`src/logic/mid_pkg.sv`:
```
// Shared widths, field positions, opcode map and types for the decoder.
// Assumes a single core clock with one oscillator period per edge.
package mid_pkg;

  // Word, data, address and pointer widths.
  localparam int unsigned WORD_W = 16;
  localparam int unsigned DATA_W = 8;
  localparam int unsigned FADDR_W = 12;
  localparam int unsigned BANK_W = 4;
  localparam int unsigned PC_W = 20;
  localparam int unsigned TPTR_W = 21;

  // Oscillator periods per instruction cycle and phase numbering.
  localparam int unsigned OSC_PER_CYCLE = 4;
  localparam logic [1:0] PH_FIRST = 2'h0;
  localparam logic [1:0] PH_READ = 2'h1;
  localparam logic [1:0] PH_MODIFY = 2'h2;
  localparam logic [1:0] PH_LAST = 2'(OSC_PER_CYCLE - 1);

  // Opcode nibble map, bits 15:12 of the word.
  localparam logic [3:0] OPN_CTRL = 4'h0;
  localparam logic [3:0] OPN_BYTE_LO = 4'h1;
  localparam logic [3:0] OPN_BYTE_CMP = 4'h6;
  localparam logic [3:0] OPN_BIT_LO = 4'h7;
  localparam logic [3:0] OPN_BIT_TEST = 4'h9;
  localparam logic [3:0] OPN_LIT12 = 4'ha;
  localparam logic [3:0] OPN_LIT8 = 4'hb;
  localparam logic [3:0] OPN_MOVE = 4'hc;
  localparam logic [3:0] OPN_BRA = 4'hd;
  localparam logic [3:0] OPN_LONG = 4'he;
  localparam logic [3:0] OPN_SECOND = 4'hf;

  // Field positions inside a word.
  localparam int unsigned D_POS = 9;
  localparam int unsigned A_POS = 8;
  localparam int unsigned S_POS = 8;
  localparam int unsigned BIT_LSB = 9;
  localparam int unsigned SUB_LSB = 9;
  localparam int unsigned TBL_WR_POS = 2;

  // Sub-operation keys.
  localparam logic [2:0] SUB_CALL = 3'h6;
  localparam logic [2:0] SUB_JUMP = 3'h7;
  localparam logic [4:0] CTRL_TBL_KEY = 5'h01;
  localparam logic [6:0] CTRL_RET_KEY = 7'h09;

  // Access region: low half maps to bank 0, high half to the top bank.
  localparam logic [7:0] ACCESS_SPLIT = 8'h80;
  localparam logic [3:0] ACCESS_HI_BANK = 4'hf;
  localparam logic [3:0] ACCESS_LO_BANK = 4'h0;

  // Reset values.
  localparam logic [20:0] TPTR_RST = 21'h000000;
  localparam logic [7:0] TLAT_RST = 8'h00;

  typedef enum logic [1:0] {
    GRP_BYTE = 2'h0, GRP_BIT = 2'h1, GRP_LIT = 2'h2, GRP_CTRL = 2'h3
  } mid_group_t;

  typedef enum logic [3:0] {
    K_NOP = 4'h0, K_BYTE = 4'h1, K_BIT = 4'h2, K_LIT8 = 4'h3,
    K_LIT12 = 4'h4, K_MOVE = 4'h5, K_CALL = 4'h6, K_JUMP = 4'h7,
    K_BRA = 4'h8, K_BCOND = 4'h9, K_RET = 4'ha, K_TBL = 4'hb
  } mid_kind_t;

  typedef enum logic [1:0] {
    PM_KEEP = 2'h0, PM_POST_INC = 2'h1, PM_POST_DEC = 2'h2, PM_PRE_INC = 2'h3
  } mid_ptr_mode_t;

  typedef enum logic [2:0] {
    ST_ISSUE = 3'b001, ST_SECOND = 3'b010, ST_FLUSH = 3'b100
  } mid_state_t;

endpackage : mid_pkg

```
`src/logic/mid_field_if.sv`:
```
// Decoded fields of one program word, passed from the field decoder.
// Assumes the decoder drives every signal combinationally.
`timescale 1ns/1ps
interface mid_field_if;
  import mid_pkg::*;
  mid_group_t group;
  mid_kind_t kind;
  logic dest_file;
  logic access_ram;
  logic [2:0] bit_num;
  logic [7:0] file8;
  logic [11:0] fs12;
  logic [19:0] literal;
  logic [19:0] offset;
  mid_ptr_mode_t ptr_mode;
  logic tbl_write;
  logic fast;
  logic is_cond;
  logic alters_pc;
  logic two_word;
  logic reads_file;
  logic writes_file;
  logic writes_working;
  modport src (output group, kind, dest_file, access_ram, bit_num, file8,
    fs12, literal, offset, ptr_mode, tbl_write, fast, is_cond, alters_pc,
    two_word, reads_file, writes_file, writes_working);
  modport sink (input group, kind, dest_file, access_ram, bit_num, file8,
    fs12, literal, offset, ptr_mode, tbl_write, fast, is_cond, alters_pc,
    two_word, reads_file, writes_file, writes_working);
endinterface : mid_field_if

```
`src/logic/mid_decode_top.sv`:
```
// Instruction decode, cycle sequencing and read-modify-write control
// for the 8-bit core. Assumes a fetch unit offering words on sys_clk,
// a file space whose read data is valid in the same cycle as the read
// strobe, and an execute unit supplying results and test outcomes.
// Notes on behaviour
// (RULE1) Instructions are one 16-bit word; exactly three take two words.
// (RULE2) Second words start with four ones; alone they act as no_operation.
// (RULE3) Every word decodes into byte, bit, literal or control group.
// (RULE4) Destination bit 0 writes working register; 1 writes file.
// (RULE5) Access bit 0 means access RAM; 1 uses bank select register.
// (RULE6) Bit operations carry a 3-bit number choosing bit 0 to 7.
// (RULE7) Ordinary file address is 8 bits, 0x00 to 0xFF.
// (RULE8) Two-word move gives 12-bit source and destination, no banking.
// (RULE9) Literals are extracted as 8, 12 or 20 bits.
// (RULE10) Table pointer mode: unchanged, post-inc, post-dec or pre-inc.
// (RULE11) Relative branches use two's complement; call/jump absolute.
// (RULE12) Fast bit 1 saves or restores shadow registers; 0 leaves them.
// (RULE13) One cycle; a taken test or PC change adds a no_operation cycle.
// (RULE14) Double-word instructions take two instruction cycles.
// (RULE15) Each instruction cycle spans four oscillator periods.
// (RULE16) A named file register is always read before it is written.
// (RULE17) Call/jump target: bits 7:0 in word one, bits 19:8 in word two.
// (RULE18) Table pointer is 21 bits; transfers use an 8-bit table latch.
// (RULE19) A second word is operand data, never issued on its own; a lone one offered here is still taken and decoded as no_operation.
`timescale 1ns/1ps
module mid_decode_top
  import mid_pkg::*;
(
  input logic sys_clk,
  input logic reset_n,
  input logic [15:0] instr_word,
  input logic instr_valid,
  output logic instr_take,
  input logic [3:0] bank_select_register,
  output logic file_rd_en,
  output logic [11:0] file_addr,
  input logic [7:0] file_rd_data,
  output logic [7:0] operand_data,
  input logic [7:0] exec_result,
  input logic cond_true,
  output logic file_wr_en,
  output logic working_wr_en,
  output logic [7:0] result_data,
  output logic exec_start,
  output logic [1:0] instr_group,
  output logic [3:0] instr_kind,
  output logic [2:0] bit_select,
  output logic [19:0] literal_value,
  output logic pc_load,
  output logic pc_call,
  output logic [19:0] pc_target,
  output logic pc_rel,
  output logic [19:0] pc_offset,
  output logic pc_return,
  output logic shadow_save,
  output logic shadow_restore,
  output logic tbl_en,
  output logic tbl_write,
  output logic [20:0] table_pointer,
  input logic [7:0] tbl_rd_data,
  output logic [7:0] table_latch,
  input logic tptr_load,
  input logic [20:0] tptr_value,
  input logic tlat_load,
  input logic [7:0] tlat_value,
  output logic [1:0] cycle_phase
);

  mid_field_if fld ();

  logic [1:0] phase;
  logic cycle_last;
  mid_state_t state;
  mid_state_t next_state;
  logic live;
  logic next_live;
  mid_kind_t kind;
  mid_kind_t next_kind;
  mid_group_t group;
  mid_group_t next_group;
  logic rd_file;
  logic next_rd_file;
  logic wr_file;
  logic next_wr_file;
  logic wr_work;
  logic next_wr_work;
  logic cond_kind;
  logic next_cond_kind;
  logic alters;
  logic next_alters;
  logic two_word;
  logic next_two_word;
  logic fast;
  logic next_fast;
  mid_ptr_mode_t ptr_mode;
  mid_ptr_mode_t next_ptr_mode;
  logic next_tbl_write;
  logic [2:0] next_bit_select;
  logic [11:0] next_file_addr;
  logic [19:0] next_literal_value;
  logic [19:0] next_pc_target;
  logic [19:0] next_pc_offset;
  logic [7:0] next_operand_data;
  logic [7:0] next_result_data;
  logic [20:0] next_table_pointer;
  logic [7:0] next_table_latch;
  logic [11:0] banked_addr;
  logic cycle1;
  logic cycle2;
  logic ph_read;
  logic ph_mod;
  logic ph_last;
  logic is_move;
  logic is_long;
  logic flush_req;

  mid_phase_seq u_phase (
    .sys_clk(sys_clk),
    .reset_n(reset_n),
    .phase(phase),
    .cycle_last(cycle_last)
  );

  mid_field_decode u_fields (
    .word(instr_word),
    .fld(fld)
  );

  assign cycle_phase = phase;
  assign instr_group = group;
  assign instr_kind = kind;

  // Phase and cycle qualifiers shared by every strobe below.
  always_comb begin
    ph_read = (phase == PH_READ);
    ph_mod = (phase == PH_MODIFY);
    ph_last = cycle_last;
    cycle1 = live && (state == ST_ISSUE);
    cycle2 = live && (state == ST_SECOND);
    is_move = (kind == K_MOVE);
    is_long = (kind == K_CALL) || (kind == K_JUMP);
  end

  // A word is taken at the first phase whenever one is offered. In the
  // flush cycle the taken word is thrown away, which is how a skipped
  // instruction ends up executed as no_operation.
  assign instr_take = instr_valid && (phase == PH_FIRST); // RULE15

  // Access RAM ignores the bank register and splits into two halves.
  always_comb begin
    if (fld.access_ram) begin
      banked_addr = {(fld.file8 >= ACCESS_SPLIT) ? ACCESS_HI_BANK :
                     ACCESS_LO_BANK, fld.file8}; // RULE5
    end else begin
      banked_addr = {bank_select_register, fld.file8}; // RULE5
    end
  end

  // Strobes towards file space, execute unit and fetch unit.
  always_comb begin
    exec_start = ph_read && cycle1;
    file_rd_en = ph_read && ((cycle1 && rd_file) ||
                             (cycle2 && is_move)); // RULE16
    file_wr_en = ph_last && ((cycle1 && wr_file) ||
                             (cycle2 && is_move)); // RULE4
    working_wr_en = ph_last && cycle1 && wr_work; // RULE4
    tbl_en = ph_mod && cycle1 && (kind == K_TBL); // RULE18
    pc_rel = ph_last && cycle1 && ((kind == K_BRA) ||
             ((kind == K_BCOND) && cond_true)); // RULE11
    pc_return = ph_last && cycle1 && (kind == K_RET);
    pc_load = ph_last && cycle2 && is_long; // RULE14
    pc_call = pc_load && (kind == K_CALL);
    shadow_save = pc_call && fast; // RULE12
    shadow_restore = pc_return && fast; // RULE12
  end

  // A taken test or a program counter change costs one extra cycle;
  // double-word instructions already spend their second cycle instead.
  assign flush_req = cycle1 && !two_word &&
                     (alters || (cond_kind && cond_true)); // RULE13

  // Sequencing state: which kind of cycle runs and whether it is live.
  always_comb begin
    next_state = state;
    next_live = live;
    if (phase == PH_FIRST) begin
      next_live = instr_valid && (state != ST_FLUSH);
    end
    if (ph_last) begin
      case (state)
        ST_ISSUE: begin
          if (live && two_word) begin
            next_state = ST_SECOND; // RULE14
          end else if (flush_req) begin
            next_state = ST_FLUSH; // RULE13
          end else begin
            next_state = ST_ISSUE;
          end
        end
        ST_SECOND: begin
          // Without a second word the cycle repeats until it arrives.
          next_state = live ? ST_ISSUE : ST_SECOND;
        end
        ST_FLUSH: begin
          next_state = ST_ISSUE;
        end
        default: begin
          next_state = ST_ISSUE;
        end
      endcase
    end
  end

  always_ff @(posedge sys_clk or negedge reset_n) begin
    if (!reset_n) begin
      state <= ST_ISSUE;
      live <= 1'b0;
    end else begin
      state <= next_state;
      live <= next_live;
    end
  end

  // Instruction fields and datapath registers.
  always_comb begin
    next_kind = kind;
    next_group = group;
    next_rd_file = rd_file;
    next_wr_file = wr_file;
    next_wr_work = wr_work;
    next_cond_kind = cond_kind;
    next_alters = alters;
    next_two_word = two_word;
    next_fast = fast;
    next_ptr_mode = ptr_mode;
    next_tbl_write = tbl_write;
    next_bit_select = bit_select;
    next_file_addr = file_addr;
    next_literal_value = literal_value;
    next_pc_target = pc_target;
    next_pc_offset = pc_offset;
    next_operand_data = operand_data;
    next_result_data = result_data;
    next_table_pointer = table_pointer;
    next_table_latch = table_latch;
    // Latch a new instruction; a word taken in the flush cycle is dropped.
    if (instr_take && state == ST_ISSUE) begin
      next_kind = fld.kind; // RULE3
      next_group = fld.group; // RULE3
      next_rd_file = fld.reads_file;
      next_wr_file = fld.writes_file;
      next_wr_work = fld.writes_working;
      next_cond_kind = fld.is_cond;
      next_alters = fld.alters_pc;
      next_two_word = fld.two_word; // RULE1
      next_fast = fld.fast;
      next_ptr_mode = fld.ptr_mode; // RULE10
      next_tbl_write = fld.tbl_write;
      next_bit_select = fld.bit_num; // RULE6
      next_file_addr = fld.two_word ? fld.fs12 : banked_addr; // RULE8
      next_literal_value = fld.literal; // RULE9
      next_pc_target = {12'h000, fld.literal[7:0]}; // RULE17
      next_pc_offset = fld.offset; // RULE11
    end
    // The second word only ever supplies operand bits.
    if (instr_take && state == ST_SECOND) begin
      if (is_move) begin
        next_file_addr = instr_word[11:0]; // RULE8
      end else begin
        next_pc_target = {instr_word[11:0], pc_target[7:0]}; // RULE17
        next_literal_value = {instr_word[11:0], pc_target[7:0]}; // RULE9
      end
    end
    // Read phase: capture the file value in cycle one, only for forms that read a file.
    if (ph_read && cycle1 && rd_file) begin
      next_operand_data = file_rd_data; // RULE16
    end
    // Modify phase: the move keeps its source value from cycle one.
    if (ph_mod && cycle1) begin
      next_result_data = exec_result;
    end else if (ph_mod && cycle2 && is_move) begin
      next_result_data = operand_data; // RULE19
    end
    // Table pointer steps around the access; the latch holds the byte.
    if (cycle1 && kind == K_TBL) begin
      if (ph_read && ptr_mode == PM_PRE_INC) begin
        next_table_pointer = table_pointer + 21'h000001; // RULE10
      end
      if (ph_mod && !tbl_write) begin
        next_table_latch = tbl_rd_data; // RULE18
      end
      if (ph_last && ptr_mode == PM_POST_INC) begin
        next_table_pointer = table_pointer + 21'h000001; // RULE10
      end else if (ph_last && ptr_mode == PM_POST_DEC) begin
        next_table_pointer = table_pointer - 21'h000001; // RULE10
      end
    end
    // Direct loads from the file space take priority over stepping.
    if (tptr_load) begin
      next_table_pointer = tptr_value;
    end
    if (tlat_load) begin
      next_table_latch = tlat_value;
    end
  end

  always_ff @(posedge sys_clk or negedge reset_n) begin
    if (!reset_n) begin
      kind <= K_NOP;
      group <= GRP_CTRL;
      rd_file <= 1'b0;
      wr_file <= 1'b0;
      wr_work <= 1'b0;
      cond_kind <= 1'b0;
      alters <= 1'b0;
      two_word <= 1'b0;
      fast <= 1'b0;
      ptr_mode <= PM_KEEP;
      tbl_write <= 1'b0;
      bit_select <= 3'h0;
      file_addr <= 12'h000;
      literal_value <= 20'h00000;
      pc_target <= 20'h00000;
      pc_offset <= 20'h00000;
      operand_data <= 8'h00;
      result_data <= 8'h00;
      table_pointer <= TPTR_RST;
      table_latch <= TLAT_RST;
    end else begin
      kind <= next_kind;
      group <= next_group;
      rd_file <= next_rd_file;
      wr_file <= next_wr_file;
      wr_work <= next_wr_work;
      cond_kind <= next_cond_kind;
      alters <= next_alters;
      two_word <= next_two_word;
      fast <= next_fast;
      ptr_mode <= next_ptr_mode;
      tbl_write <= next_tbl_write;
      bit_select <= next_bit_select;
      file_addr <= next_file_addr;
      literal_value <= next_literal_value;
      pc_target <= next_pc_target;
      pc_offset <= next_pc_offset;
      operand_data <= next_operand_data;
      result_data <= next_result_data;
      table_pointer <= next_table_pointer;
      table_latch <= next_table_latch;
    end
  end

endmodule : mid_decode_top

```
`src/logic/mid_field_decode.sv`:
```
// Combinational split of a first program word into its operand fields.
// Assumes the word is stable while the sequencer samples the fields.
`timescale 1ns/1ps
module mid_field_decode
  import mid_pkg::*;
(
  input wire logic [15:0] word,
  mid_field_if.src fld
);

  logic [3:0] nib;
  assign nib = word[15:12];

  // Group and field extraction; unknown nibbles fall back to no_operation.
  always_comb begin
    fld.group = GRP_CTRL;
    fld.kind = K_NOP;
    fld.dest_file = word[D_POS];
    fld.access_ram = ~word[A_POS]; // RULE5
    fld.bit_num = word[BIT_LSB +: 3]; // RULE6
    fld.file8 = word[7:0]; // RULE7
    fld.fs12 = word[11:0]; // RULE8
    fld.literal = {12'h000, word[7:0]};
    fld.offset = {{9{word[10]}}, word[10:0]};
    fld.ptr_mode = mid_ptr_mode_t'(word[1:0]); // RULE10
    fld.tbl_write = word[TBL_WR_POS];
    fld.fast = word[S_POS];
    fld.is_cond = 1'b0;
    fld.alters_pc = 1'b0;
    fld.two_word = 1'b0;
    fld.reads_file = 1'b0;
    fld.writes_file = 1'b0;
    fld.writes_working = 1'b0;
    if (nib >= OPN_BYTE_LO && nib <= OPN_BYTE_CMP) begin // RULE3
      fld.group = GRP_BYTE;
      fld.kind = K_BYTE;
      fld.reads_file = 1'b1;
      fld.is_cond = (nib == OPN_BYTE_CMP);
      fld.writes_file = (nib != OPN_BYTE_CMP) && word[D_POS]; // RULE4
      fld.writes_working = (nib != OPN_BYTE_CMP) && !word[D_POS]; // RULE4
    end else if (nib >= OPN_BIT_LO && nib <= OPN_BIT_TEST) begin // RULE3
      fld.group = GRP_BIT;
      fld.kind = K_BIT;
      fld.reads_file = 1'b1;
      fld.dest_file = 1'b1;
      fld.is_cond = (nib == OPN_BIT_TEST);
      fld.writes_file = (nib != OPN_BIT_TEST);
    end else if (nib == OPN_LIT12 || nib == OPN_LIT8) begin // RULE3
      fld.group = GRP_LIT;
      fld.kind = (nib == OPN_LIT8) ? K_LIT8 : K_LIT12;
      fld.literal = (nib == OPN_LIT8) ? {12'h000, word[7:0]} :
                    {8'h00, word[11:0]}; // RULE9
      fld.writes_working = (nib == OPN_LIT8);
    end else if (nib == OPN_MOVE) begin
      fld.group = GRP_BYTE;
      fld.kind = K_MOVE;
      fld.reads_file = 1'b1;
      fld.two_word = 1'b1; // RULE1
    end else if (nib == OPN_BRA) begin
      fld.kind = K_BRA;
      fld.alters_pc = 1'b1; // RULE11
    end else if (nib == OPN_LONG) begin
      if (word[SUB_LSB +: 3] == SUB_CALL || word[SUB_LSB +: 3] == SUB_JUMP)
      begin
        fld.kind = (word[SUB_LSB +: 3] == SUB_CALL) ? K_CALL : K_JUMP;
        fld.two_word = 1'b1; // RULE1
        fld.alters_pc = 1'b1;
      end else begin
        fld.kind = K_BCOND;
        fld.is_cond = 1'b1;
        fld.offset = {{12{word[7]}}, word[7:0]}; // RULE11
      end
    end else if (nib == OPN_CTRL) begin
      if (word[7:3] == CTRL_TBL_KEY) begin
        fld.kind = K_TBL;
      end else if (word[7:1] == CTRL_RET_KEY) begin
        fld.kind = K_RET;
        fld.fast = word[0]; // RULE12
        fld.alters_pc = 1'b1;
      end
    end else begin
      // A lone second word, top nibble all ones, is a no_operation.
      fld.kind = K_NOP; // RULE2
    end
  end

endmodule : mid_field_decode

```
`src/logic/mid_phase_seq.sv`:
```
// Four-phase counter that frames each instruction cycle.
// Assumes sys_clk is the oscillator and runs continuously.
`timescale 1ns/1ps
module mid_phase_seq
  import mid_pkg::*;
(
  input wire logic sys_clk,
  input wire logic reset_n,
  output logic [1:0] phase,
  output logic cycle_last
);

  logic [1:0] next_phase;

  // Wrap after the last oscillator period of the cycle.
  always_comb begin
    cycle_last = (phase == PH_LAST);
    next_phase = cycle_last ? PH_FIRST : phase + 2'h1; // RULE15
  end

  always_ff @(posedge sys_clk or negedge reset_n) begin
    if (!reset_n) begin
      phase <= PH_FIRST;
    end else begin
      phase <= next_phase;
    end
  end

endmodule : mid_phase_seq

```
`config.mk`:
```
export PLATFORM = sky130hd
export DESIGN_NAME = mid_decode_top
export DESIGN_NICKNAME = d
export VERILOG_FILES = /design/src/logic/mid_pkg.sv /design/src/logic/mid_field_if.sv /design/src/logic/mid_decode_top.sv /design/src/logic/mid_field_decode.sv /design/src/logic/mid_phase_seq.sv
export SDC_FILE = /design/constraint.sdc
export NUM_CORES = 1
export LEC_CHECK = 0
export ABC_AREA = 1
export BUFFER_PORTS_ARGS = -buffer_cell sky130_fd_sc_hd__buf_4
export CORE_ASPECT_RATIO = 1.4
export CORE_UTILIZATION = 54
export CTS_CLUSTER_SIZE = 14
export DETAILED_ROUTE_END_ITERATION = 10
export PLACE_DENSITY = 0.78
export SYNTH_ARGS = -nofsm -noshare
export SYNTH_HDL_FRONTEND = slang
export SYNTH_HIERARCHICAL = 1
export SYNTH_SLANG_ARGS = --single-unit
```
`constraint.sdc`:
```
create_clock -name sys_clk -period 2.23 [get_ports sys_clk]
set_input_delay 0.446 -clock sys_clk [delete_from_list [all_inputs] [get_ports sys_clk]]
set_output_delay 0.446 -clock sys_clk [all_outputs]
set_load 0.03 [all_outputs]
```
## Word-level counts from Yosys, hierarchy flattened

Cells that the tools add are included.

- Output and inout bits: 141
- Bits of input ports: 79
- Word-level logic and storage cells: 216
- Bits in registers: 142

- Reductions and logical operators: 59
- Equal/unequal tests: 30
- $add $sub $neg: 3
- $lt $le $gt $ge: 5
- Multiplexer cells: 95

Operators with widths:

| kind | number |
|---|---|
| 20-bit two-way mux | 16 |
| 21-bit two-way mux | 5 |
| 12-bit two-way mux | 6 |
| 4-bit two-way mux | 11 |
| 1-bit two-way mux | 42 |
| 4-bit == test, second input constant | 10 |
| 1-bit logical AND | 40 |
| 8-bit two-way mux | 5 |
| 21-bit by 1-bit adder with 21-bit output, second input constant | 1 |
| 21-bit by 1-bit subtractor with 21-bit output, second input constant | 1 |
| 4-bit by 3-bit == test with 1-bit output, second input constant | 4 |
| 2-bit two-way mux | 6 |
| 3-bit two-way mux | 3 |
| 2-bit == test, second input constant | 4 |
| 8-bit greater-or-equal comparator, second input constant | 1 |
| 2-bit nonzero test | 4 |
| 7-bit by 4-bit == test with 1-bit output, second input constant | 1 |
| 1-bit logical OR | 7 |
| 3-bit == test, second input constant | 2 |
| 3-bit case mux with 2 select lines | 1 |
| 5-bit by 1-bit == test with 1-bit output, second input constant | 1 |
| 2-bit by 1-bit == test with 1-bit output, second input constant | 2 |
| 4-bit by 1-bit greater-or-equal comparator with 1-bit output, second input constant | 1 |
| 4-bit by 3-bit greater-or-equal comparator with 1-bit output, second input constant | 1 |
| 14 further kinds | 17 |

## Logic depth before layout (Yosys ltp)

- Depth after elaboration: 13
- Depth in mapped cells: 13
- Mapped depth without buffers: 12

## Cells and area by module

Netlist, hierarchy kept.

Modules (own cells, without submodules):

| module | cells an instance | sequential area each (um^2) | area an instance (um^2) | times used |
|---|---|---|---|---|
| mid_decode_top | 982 | 3507.1 | 7438.4 | 1 |
| mid_field_decode | 141 | 0.0 | 837.1 | 1 |
| mid_phase_seq | 4 | 50.0 | 66.3 | 1 |

## Worst setup path before layout

Ideal clock, no wire load.

- Path type: register to output
- From: register u_phase.phase[0]
- To: output shadow_save
- Stages on the path, launching flop included: 4
- Required time: 1.784 ns
- Slack: -0.305 ns
- Path buffers: 0
- Arrival: 2.089 ns
- Cell sequence: dfrtp_1 -> ha_1 -> nand4_1 -> nor4_1

- Word-level cells in the longest chain between the ends: 5

RTL lines:

| what | RTL line | text |
|---|---|---|
| start: declaration | mid_phase_seq.sv:9 | `output logic [1:0] phase,` |
| start signal: assignment | mid_phase_seq.sv:25 | `phase <= next_phase;` |
| 2-bit == test | mid_phase_seq.sv:17 | `cycle_last = (phase == PH_LAST);` |
| via cycle_last | mid_decode_top.sv:72 | `logic cycle_last;` |
| 1-bit logical AND (2 in series) | mid_decode_top.sv:171 | `pc_load = ph_last && cycle2 && is_long;` |
| 1-bit logical AND | mid_decode_top.sv:172 | `pc_call = pc_load && (kind == K_CALL);` |
| 1-bit logical AND | mid_decode_top.sv:173 | `shadow_save = pc_call && fast;` |
| end: declaration | mid_decode_top.sv:55 | `output logic shadow_save,` |

The timed path passes the listed nets, and every way through them passes these cells.

## Final worst setup path

- From: register state[0]
- To: output file_wr_en

- Word-level cells in the longest chain between the ends: 5
- Elaborated cells between the ends (all ways): 8
- Those cells by class: 2 x eq/ne; 6 x reduce/logical

RTL lines:

| what | RTL line | text |
|---|---|---|
| start: declaration | mid_decode_top.sv:73 | `mid_state_t state;` |
| start signal: assignment | mid_decode_top.sv:219 | `state <= next_state;` |
| 3-bit by 1-bit == test with 1-bit output or 3-bit by 2-bit == test with 1-bit output (tied branches) | mid_decode_top.sv:138, mid_decode_top.sv:139 |  |
| 1-bit logical AND, on equally long branches | mid_decode_top.sv:138, mid_decode_top.sv:139 |  |
| 1-bit logical AND, on equally long branches | mid_decode_top.sv:164, mid_decode_top.sv:165 |  |
| 1-bit logical OR * | mid_decode_top.sv:164 | `file_wr_en = ph_last && ((cycle1 && wr_file) \|\|` |
| 1-bit logical AND * | mid_decode_top.sv:164 |  |
| end: declaration | mid_decode_top.sv:41 | `output logic file_wr_en,` |

Mark *: on every way between the ends. The rest lies on a longest branch, timed or not.

==> results_dict.tcl <==
set metrics [dict create \
    outcome "finished clean" \
    cts_tree "built" \
    finalInstanceArea_um2 10600 \
    die_area_um2 15900 \
    grt_setup_unrepaired "true" \
    holdPathStages 2 \
    drive_gt1_frac 0.266 \
    die_h_um 149 \
    start_kind "register" \
    synth_warnings 6 \
    startpoint "state[0]" \
    slowest_delay_ps 560 \
    via_count 8002 \
    start_util 0.554 \
    clock_latency_ps 430 \
    reg2reg_slack_ps 240 \
    finalPower_w 0.0120 \
    core_um2 15100 \
    path_cells "nand3_4 -> nor2_4 -> nand2_1 -> a21oi_2 -> buf_6" \
    gp_congestion 0.945 \
    syn_avg_cell_area_um2 7.40 \
    area_growth_pct 26.5 \
    max-cap-violations 0 \
    via_per_inst 5.35 \
    grt_max_degree 76 \
    antenna_found_initial 0 \
    rows 53 \
    cp_data_required_time_ps 1780 \
    min_period_ps 2220 \
    clkTransAtPathRegs_ps 60 \
    finalCritPeriodShare 0.994 \
    drtIter0Drc 481 \
    track_usage 0.291 \
    tightest_slew_ps 1080 \
    finClkSkew_ps 10.9 \
    slew_violations 0 \
    worst-path-buf-inv 1 \
    r2r_cells 7 \
    max_slew_margin 0.274 \
    layout_common_cells "nand2_1, buf_4, nor2_1" \
    syn_area_um2 8340 \
    drtAntennaViolNets 0 \
    timing.rr.end "file_addr[4]" \
    cts_buffers 17 \
    setup_viol 0 \
    drc 0 \
    layout.nets 1373 \
    port_buffers 219 \
    r2r_start "u_phase/phase[0]" \
    arrival_ps 1770 \
    grt_overflow 0 \
    crit_type "reg -> out" \
    diodes 0 \
    max_freq_mhz 451 \
    grt_pass1_vias 7628 \
    crit_slowest_cell "dfstp_2" \
    place_inst 1456 \
    placed_area_um2 9800 \
    routedWlPerCell_um 15.3 \
    instances_no_fill 1496 \
    hpwl_mm 16.4 \
    cts-root-buf "clkbuf_16" \
    cp-end-kind "output pin" \
    ir_drop_mv 0.865 \
    h-tree-depth 4 \
    post-route-util 0.701 \
    ios 220 \
    cts.path.max_buffers 2 \
    power_density_nw_per_um2 1140 \
    finalHoldViolCount 0 \
    syn_inst 1126 \
    cpLargestDelayFamily "flip-flops" \
    power.leakage_nw 5.29 \
    firstDrtPassIters 5 \
    final_common_cell "nand2_1" \
    dieWidth_um 107 \
    postRouteWirelength_mm 22.9 \
    worstHoldEndpoint "operand_data[6]" \
    crit_path_max_fanout 5 \
    hp-class "in -> reg" \
    cts_num_sinks 142 \
    hold_start "file_rd_data[6]" \
    grt_pass1_wl_mm 36.3 \
]
==> metal layers <==
metal  part of all wire  track usage
met1               0.38        0.336
met3              0.061       0.0638
met4              0.027        0.134
met2               0.53        0.510
met5                  0            0
==> stage by stage <==
| stage | worst slack (ps) | hold slack, ps | setup TNS, ps |
|---|---|---|---|
| final | 12.6 | 246 | 0 |
| after detailed placement | 226 | 417 | 0 |
| after global placement | 276 | 406 | 0 |
| after global routing | -40.5 | 228 | -124 |
| after CTS | 2.24 | 232 | 0 |
| after floorplan | -5.49 | 150 | -5.49 |
==> layout make-up <==
class / instances / area, um2
clock buffers: 18 / 429
clock inverters: 14 / 183
fillers: 1305 / 4500
inverters: 69 / 259
multi-input cells: 815 / 3960
flip-flops and latches: 142 / 3560
well taps: 192 / 240
repair buffers: 246 / 1920
==> how the worst max path moves through the flow <==
| stage | endpoint | depth (start not counted) |
|---|---|---|
| floorplan | shadow_save | 3 |
| global placement | pc_offset[15] | 8 |
| detailed placement | pc_offset[13] | 8 |
| CTS | shadow_restore | 5 |
| global route | pc_return | 5 |
| finish | file_wr_en | 5 |
==> state kept, by name (all words and copies together), names as in the netlist, 2 cells and up <==
register and count:
ptr_mode 2, table_latch 8, result_data 8, pc_target 20, instr_kind 4, bit_select 3, state 3, instr_group 2
file_addr 12, u_phase/phase 2, literal_value 20, operand_data 8, table_pointer 21, pc_offset 20
==> worst register-to-register path, cell delays in order (launching register included) <==
cell and delay (ps):
dfrtp_1 410, buf_4 170, nor2_2 130, nand2_2 150, nor2_1 200, nand2_1 450, o211ai_1 270, nand2_1 80
==> power by group <==
group / switching, W / internal, W / total [W]
Combinational: 0.00305 / 0.00183 / 0.00488
Clock: 0.00118 / 0.00178 / 0.00296
Sequential: 0.000729 / 0.00347 / 0.00420
Total: 0.00496 / 0.00709 / 0.0120
==> repair_timing <==
item,CTS,global route
buffers inserted,1,6
hold buffers,1,0
gates resized for setup,10,8
setup endpoints to repair,8,10
endpoints found under the hold margin,43,0
pin swaps,3,7
(Power assumes the default switching activity.)
